==> config.mk <==
export PLATFORM = sky130hd
export DESIGN_NAME = rai_isolator
export DESIGN_NICKNAME = d
export VERILOG_FILES = /design/src/rtl/rai_port_dir.v /design/src/rtl/rai_isolator.v
export VERILOG_INCLUDE_DIRS = /design/src /design/src/rtl
export SDC_FILE = /design/constraint.sdc
export NUM_CORES = 1
export LEC_CHECK = 0
export ABC_AREA = 1
export BUFFER_PORTS_ARGS = -buffer_cell sky130_fd_sc_hd__buf_2
export CELL_PAD_IN_SITES_DETAIL_PLACEMENT = 0
export CELL_PAD_IN_SITES_GLOBAL_PLACEMENT = 2
export CORE_MARGIN = 5
export CORE_UTILIZATION = 34
export CTS_BUF_LIST = sky130_fd_sc_hd__clkbuf_4 sky130_fd_sc_hd__clkbuf_8 sky130_fd_sc_hd__clkbuf_16
export DETAILED_ROUTE_END_ITERATION = 10
export GPL_TIMING_DRIVEN = 0
export PLACE_DENSITY = 0.86
export SLEW_MARGIN = 10
export SYNTH_ARGS = -nofsm -noshare
export SYNTH_HDL_FRONTEND = slang
export SYNTH_SLANG_ARGS = --single-unit
==> constraint.sdc <==
create_clock -name i_ref_clk -period 3.1 [get_ports i_ref_clk]
set_input_delay 0.31 -clock i_ref_clk [delete_from_list [all_inputs] [get_ports i_ref_clk]]
set_output_delay 0.31 -clock i_ref_clk [all_outputs]
set_load 0.05 [all_outputs]
==> src/rtl/rai_consts.vh <==
// Purpose: constants for the isolated rs422/rs485 repeater control
// Assumes: 25 MHz reference clock
// Notes:   definitions only
`ifndef RAI_CONSTS_VH
`define RAI_CONSTS_VH

`define RAI_CLK_MHZ        25
`define RAI_HOLD_SHORT_US  10
`define RAI_HOLD_LONG_US   50
`define RAI_HOLD_SHORT_CYC (`RAI_HOLD_SHORT_US * `RAI_CLK_MHZ)
`define RAI_HOLD_LONG_CYC  (`RAI_HOLD_LONG_US * `RAI_CLK_MHZ)
`define RAI_CNT_W          11
`define RAI_IDLE_LEVEL     1'h1
`define RAI_STRAP_ON       1'h1

`endif

==> src/rtl/rai_port_dir.v <==
// Purpose: automatic transmit enable for one rs485 port
// Assumes: data idles at mark (high); mode inputs static
// Notes:   hold counter restarts on every non-idle transmit sample
`timescale 1ns/1ps
`include "rai_consts.vh"

module rai_port_dir (
    input  wire       i_ref_clk,
    input  wire       i_rst,
    input  wire       i_mode_422,
    input  wire       i_mode_2w,
    input  wire       i_hold_short,
    input  wire       i_tx_data,
    output wire       o_drv_en,
    output wire       o_rcv_en
);
    localparam ST_IDLE = 2'h1;
    localparam ST_HOLD = 2'h2;
    // counts sized to the counter on purpose; both fit well below its range
    localparam [`RAI_CNT_W-1:0] HOLD_SHORT = `RAI_HOLD_SHORT_CYC;
    localparam [`RAI_CNT_W-1:0] HOLD_LONG  = `RAI_HOLD_LONG_CYC;

    reg [1:0]              state;
    reg [1:0]              next_state;
    reg [`RAI_CNT_W-1:0]   cnt;
    reg [`RAI_CNT_W-1:0]   next_cnt;
    reg                    drv;
    reg                    rcv;
    wire                   active;
    wire [`RAI_CNT_W-1:0]  hold_cyc;

    assign active   = (i_tx_data != `RAI_IDLE_LEVEL);
    assign hold_cyc = i_hold_short ? HOLD_SHORT
                                   : HOLD_LONG;

    always @* begin
        next_state = state;
        next_cnt   = cnt;
        case (state)
            ST_IDLE: begin
                if (active && !i_mode_422) begin
                    next_state = ST_HOLD;
                    next_cnt   = hold_cyc - 1'b1;
                end
            end
            ST_HOLD: begin
                if (i_mode_422) begin
                    next_state = ST_IDLE;
                end else if (active) begin
                    next_cnt = hold_cyc - 1'b1;
                end else if (cnt == {`RAI_CNT_W{1'b0}}) begin
                    next_state = ST_IDLE;
                end else begin
                    next_cnt = cnt - 1'b1;
                end
            end
            default: begin
                next_state = ST_IDLE;
            end
        endcase
    end

    always @(posedge i_ref_clk) begin
        if (i_rst) begin
            state <= ST_IDLE;
            cnt   <= {`RAI_CNT_W{1'b0}};
            drv   <= 1'b0;
            rcv   <= 1'b1;
        end else begin
            state <= next_state;
            cnt   <= next_cnt;
            // rs422 keeps both directions on regardless of activity
            drv   <= i_mode_422 | (next_state == ST_HOLD);
            // two-wire: receiver off for exactly as long as the driver is on
            rcv   <= i_mode_422 | !i_mode_2w
                     | (next_state != ST_HOLD);
        end
    end

    assign o_drv_en = drv;
    assign o_rcv_en = rcv;
endmodule // rai_port_dir

==> src/rtl/rai_isolator.v <==
// Purpose: per-port control of an isolated rs422/rs485 repeater
// Assumes: line inputs synchronous to i_ref_clk, straps static, idle level high
// Notes:   one clock of latency on every forwarded line
`timescale 1ns/1ps
`include "rai_consts.vh"

module rai_isolator (
    input  wire i_ref_clk,
    input  wire i_rst,
    input  wire i_mode_strap_a,
    input  wire i_mode_strap_b,
    input  wire i_mode_strap_c,
    input  wire i_mode_strap_d,
    input  wire i_mode_strap_e,
    input  wire i_hold_time_strap_p0,
    input  wire i_hold_time_strap_p1,
    input  wire i_p0_rx_data,
    input  wire i_p0_rx_hs,
    input  wire i_p1_rx_data,
    input  wire i_p1_rx_hs,
    output wire o_p0_tx_data,
    output wire o_p0_tx_hs,
    output wire o_p0_drv_en,
    output wire o_p0_rcv_en,
    output wire o_p1_tx_data,
    output wire o_p1_tx_hs,
    output wire o_p1_drv_en,
    output wire o_p1_rcv_en,
    output wire o_strap_error
);
    reg  p0_tx_data;
    reg  p0_tx_hs;
    reg  p1_tx_data;
    reg  p1_tx_hs;
    reg  strap_err;
    wire mode_422;
    wire mode_2w;
    wire mode_4w;
    wire p0_drv;
    wire p0_rcv;
    wire p1_drv;
    wire p1_rcv;
    wire p0_rx_gated;
    wire p1_rx_gated;

    // strap b off means rs422 whatever a says; a on with b off is not a mode
    assign mode_422 = (i_mode_strap_b != `RAI_STRAP_ON);
    assign mode_2w  = (i_mode_strap_b == `RAI_STRAP_ON) &&
                      (i_mode_strap_a == `RAI_STRAP_ON);
    assign mode_4w  = !mode_422 && !mode_2w;

    // a disabled receiver reads as idle so nothing leaks to the far side
    assign p0_rx_gated = p0_rcv ? i_p0_rx_data : `RAI_IDLE_LEVEL;
    assign p1_rx_gated = p1_rcv ? i_p1_rx_data : `RAI_IDLE_LEVEL;

    always @(posedge i_ref_clk) begin
        if (i_rst) begin
            p0_tx_data <= `RAI_IDLE_LEVEL;
            p0_tx_hs   <= `RAI_IDLE_LEVEL;
            p1_tx_data <= `RAI_IDLE_LEVEL;
            p1_tx_hs   <= `RAI_IDLE_LEVEL;
            strap_err  <= 1'b0;
        end else begin
            p0_tx_data <= p1_rx_gated;
            p1_tx_data <= p0_rx_gated;
            // handshake lines exist only in rs422
            p0_tx_hs   <= mode_422 ? i_p1_rx_hs : `RAI_IDLE_LEVEL;
            p1_tx_hs   <= mode_422 ? i_p0_rx_hs : `RAI_IDLE_LEVEL;
            strap_err  <= (i_mode_strap_a == `RAI_STRAP_ON && mode_422)
                          || (i_mode_strap_c == `RAI_STRAP_ON)
                          || (i_mode_strap_d != `RAI_STRAP_ON)
                          || (i_mode_strap_e == `RAI_STRAP_ON);
        end
    end

    // port 0 transmits what port 1 received, and vice versa
    rai_port_dir u_dir_p0 (
        .i_ref_clk    (i_ref_clk),
        .i_rst        (i_rst),
        .i_mode_422   (mode_422),
        .i_mode_2w    (mode_2w),
        .i_hold_short (i_hold_time_strap_p0),
        .i_tx_data    (p1_rx_gated),
        .o_drv_en     (p0_drv),
        .o_rcv_en     (p0_rcv)
    );

    rai_port_dir u_dir_p1 (
        .i_ref_clk    (i_ref_clk),
        .i_rst        (i_rst),
        .i_mode_422   (mode_422),
        .i_mode_2w    (mode_2w),
        .i_hold_short (i_hold_time_strap_p1),
        .i_tx_data    (p0_rx_gated),
        .o_drv_en     (p1_drv),
        .o_rcv_en     (p1_rcv)
    );

    assign o_p0_tx_data  = p0_tx_data;
    assign o_p0_tx_hs    = p0_tx_hs;
    assign o_p0_drv_en   = p0_drv;
    assign o_p0_rcv_en   = p0_rcv;
    assign o_p1_tx_data  = p1_tx_data;
    assign o_p1_tx_hs    = p1_tx_hs;
    assign o_p1_drv_en   = p1_drv;
    assign o_p1_rcv_en   = p1_rcv;
    assign o_strap_error = strap_err;
endmodule // rai_isolator

==> metrics.md <==
| Metric | Value |
|---|---|
| Worst-Margin Slew | `0.5289 ns` |
| Peak supply drop | `274.3 µV` |
| Post-synthesis simple-gate area fraction | `0.4094` |
| Max FO, Critical Path | `9` |
| Initial DRC count | `108` |
| Row Count | `28` |
| CTS root buf | `clkbuf_8` |
| Crit-path slowest cell | `o21ai_0` |
| Placed Cells | `408` |
| Post-Layout Cell Count | `416` |
| Sink Count | `35` |
| Final Cell Area | `2356 µm²` |
| Clk slew on worst S/H paths | `0.07 ns` |
| Hold path cells | `2` |
| R2r setup slk | `1.19 ns` |
| DR vias | `1973` |
| Final setup TNS | `0 ns` |
| CP Class | `reg2reg` |
| Inserted Diodes | `0` |
| Hold path start | `i_p0_rx_hs` |
| Syn Nets | `332` |
| Largest net degree at the start of global routing | `12` |
| Crit path launch type | `flip-flop` |
| Starting Density | `0.3510` |
| CP cell instances | `inv_1 > ha_1 > buf_2 > nand2_1 > inv_1 > nand3_2 > nand3_4 > o21ai_0 > nor2_1` |
| CTS tree | `done` |
| Unrepaired setup endpoints after global routing | `no` |
| Pwr dens | `691.0 nW/µm²` |
| Compound-Gate Fraction of Synth Area | `0.08730` |
| Post-CTS Resized | `0` |
| DR vias/cell | `4.743` |
| Vias in the first global route | `1814` |
| Path depth of the worst reg2reg path | `9` |
| Max Fclk | `0.5249 GHz` |
| First-pass GRT wire length | `8680 µm` |
| CP Launch Point | `u_dir_p0.state[0]` |
| Adder-cell share of the synthesized area | `0.03612` |
| DPL Wire Length | `3813 µm` |
| Final setup viols | `0` |
| Slew Viols, Final | `0` |
| Period utilization | `0.6146` |
| Count of cell types in the netlist | `27` |
| Area of the die | `7776 µm²` |
| Tightest Hold Check Type | `in2reg` |
| Drt first pass iters | `4` |
| Post-Syn Instances | `313` |
| Final hold viol count | `0` |
| Clock Skews | `0.001886 ns` |
| Max Cap Viol | `0` |
| CP Capture Type | `flip-flop` |
| Cell Area, Synth | `2078 µm²` |
| Final min period | `1.905 ns` |
| Sequential area share after synthesis | `0.3371` |
| Crit path top cell by count | `inv_1` |
| DIE HEIGHT | `88.18 µm` |
| Outcome | `finished, final reports clean` |
| Wirelength, routed | `5020 µm` |
| Horiz. Die Dim | `88.18 µm` |
| Total track usage | `0.1421` |
| Core area | `5921 µm²` |
| I/O pin cnt | `22` |
| WP buf/inv | `3` |
| Routed WL per cell | `12.07 µm` |
| RR Startpoint | `u_dir_p0.state[0]` |
| P&R area growth vs syn | `13.37%` |
| Crit path required time | `3.26 ns` |
| CP arrival | `2.07 ns` |
| TritonCTS buffer count | `5` |
| Antenna Violating Nets Remaining | `0` |
| Slew HR | `0.6474` |
| Layout cells sized above 1 | `0.1730` |
| Mux contribution to synthesized area | `0` |
| Max clock buf depth | `2` |
| Flops & latches, synth | `35` |
| Hold-fix buffers, CTS | `0` |
| Xor and xnor area share after synthesis | `0.01686` |
| Drt drc | `0` |
| Lkg Pwr | `1.135 nW` |
| Worst-skew pair later-pin latency | `0.28 ns` |
| Synth Warn # | `0` |
| R2r endpoint | `u_dir_p0.cnt[1]` |
| Mean area per synthesized cell | `6.640 µm²` |
| Family with the most delay on the worst path | `simple AND/OR/NAND/NOR gates` |
| Initial antenna violation count | `0` |
| Largest family of logic cells by synthesized area | `simple AND/OR/NAND/NOR gates` |
| Critical Path Max Stage Delay | `0.39 ns` |
| Setup Fix Bufs, Post-CTS | `0` |
| Placer Congestion | `0.8241` |
| Total global routing overflow | `0` |
| Area of placed instances | `2272 µm²` |
| I/O Buffers | `20` |
| Hold Path End | `o_p1_tx_hs` |
| Htree depth | `2` |
| # nets final | `359` |
| Fill count | `642` |
## cells in the final DEF (no fill, tap or decap), types with 2 or more instances in the layout
master,n
nor3_1,2
or2_2,2
o21ai_0,9
nand3_2,3
buf_2,22
clkbuf_8,5
nor2_4,2
nand3_4,3
nor2_2,6
inv_2,3
buf_6,2
ha_1,6
nand2_2,6
nor2_1,39
nand2_1,75
a21oi_1,18
inv_1,48
nand4_1,13
o21ai_1,8
clkinv_2,3
nor4_1,2
clkbuf_1,3
nand3_1,19
dfxtp_1,35
xnor2_1,3
## worst register-to-register path: stages (launching register included)
cell and delay [ns]:
dfxtp_1 0.36, inv_1 0.05, ha_1 0.18, buf_2 0.17, nand2_1 0.13, inv_1 0.12
nand3_2 0.15, nand3_4 0.15, o21ai_0 0.39, nor2_1 0.09
## per-layer routing
layer / up-vias / part of all wire / GRT usage
met5: - / 0 / 0
li1: 1050 / - / -
met2: 39 / 0.42 / 0.2189
met1: 877 / 0.52 / 0.1983
met4: 0 / 0.012 / 0.04121
met3: 7 / 0.040 / 0.03198
## state kept, by name, summed over array words and instances (netlist names), 2 cells and up
name,cells
u_dir_p1.cnt,11
u_dir_p1.state,2
u_dir_p0.state,2
u_dir_p0.cnt,11
## stage by stage
step	hold slack [ns]	utilization	power, mW	setup WS (ns)
2_1_floorplan	0.4166	-	1.170	1.408
3_3_place_gp	0.4744	0.3838	1.318	1.188
3_5_place_dp	0.4767	0.3838	1.314	1.228
4_1_cts	0.1976	0.3979	1.646	1.203
5_1_grt	0.2034	0.3979	1.779	1.002
6_report	0.2097	0.3979	1.628	1.195
## cell usage after synthesis
cell type / count / area share
clkbuf_1: 3 / 0.0054
or2_2: 2 / 0.0060
nor3_1: 2 / 0.0048
xor2_1: 1 / 0.0042
nor2_1: 39 / 0.070
nand3_4: 3 / 0.025
a31oi_1: 1 / 0.0030
nand2_4: 1 / 0.0054
buf_6: 2 / 0.011
nor2_8: 1 / 0.0096
xnor2_1: 3 / 0.013
ha_1: 6 / 0.036
a21oi_1: 18 / 0.043
o21ai_1: 8 / 0.019
buf_2: 2 / 0.0048
nand2_2: 6 / 0.018
nor4_1: 2 / 0.0060
dfxtp_1: 35 / 0.34
nand4_1: 13 / 0.039
nand3_1: 19 / 0.046
nor2_4: 2 / 0.011
nand3_2: 3 / 0.014
o21ai_0: 9 / 0.022
nand2_1: 75 / 0.14
nor2_2: 6 / 0.018
inv_2: 3 / 0.0054
inv_1: 48 / 0.087
## area by class of cell
type                       instances  area, µm²  share of cell area
buffer                             7      43.79             0.01859
clock buffer                       5      68.82             0.02921
clock inverter                     3      15.01            0.006373
inverter                          51      191.4             0.08125
multi-input combinational        220       1142              0.4849
sequential                        35      700.7              0.2974
tap                               75      93.84             0.03983
timing repair buffer              20      100.1             0.04249
## report_power, final
part           internal (mW)  switching (mW)
logic                  0.252           0.471
registers              0.521          0.0583
clock network          0.154           0.172
total                  0.927           0.701
## worst max path at each step
stage                            endpoint  slack, ns  cells after the start
after detailed placement  u_dir_p0.cnt[1]       1.23                      9
after CTS                 u_dir_p0.cnt[1]       1.20                      9
after floorplan           u_dir_p0.cnt[9]       1.41                     10
after global placement    u_dir_p0.cnt[1]       1.19                      9
after global routing      u_dir_p0.cnt[1]       1.00                      9
final                     u_dir_p0.cnt[1]       1.19                      9
## logic make-up after synthesis
group,after synthesis
AOI/OAI and AO/OA,36
xor gates and xnor gates,4
adders and majority gates,6
buffers and inverters,58
DFF,35
and+or+nand+nor,174
Power figures use the tool's default switching activity.
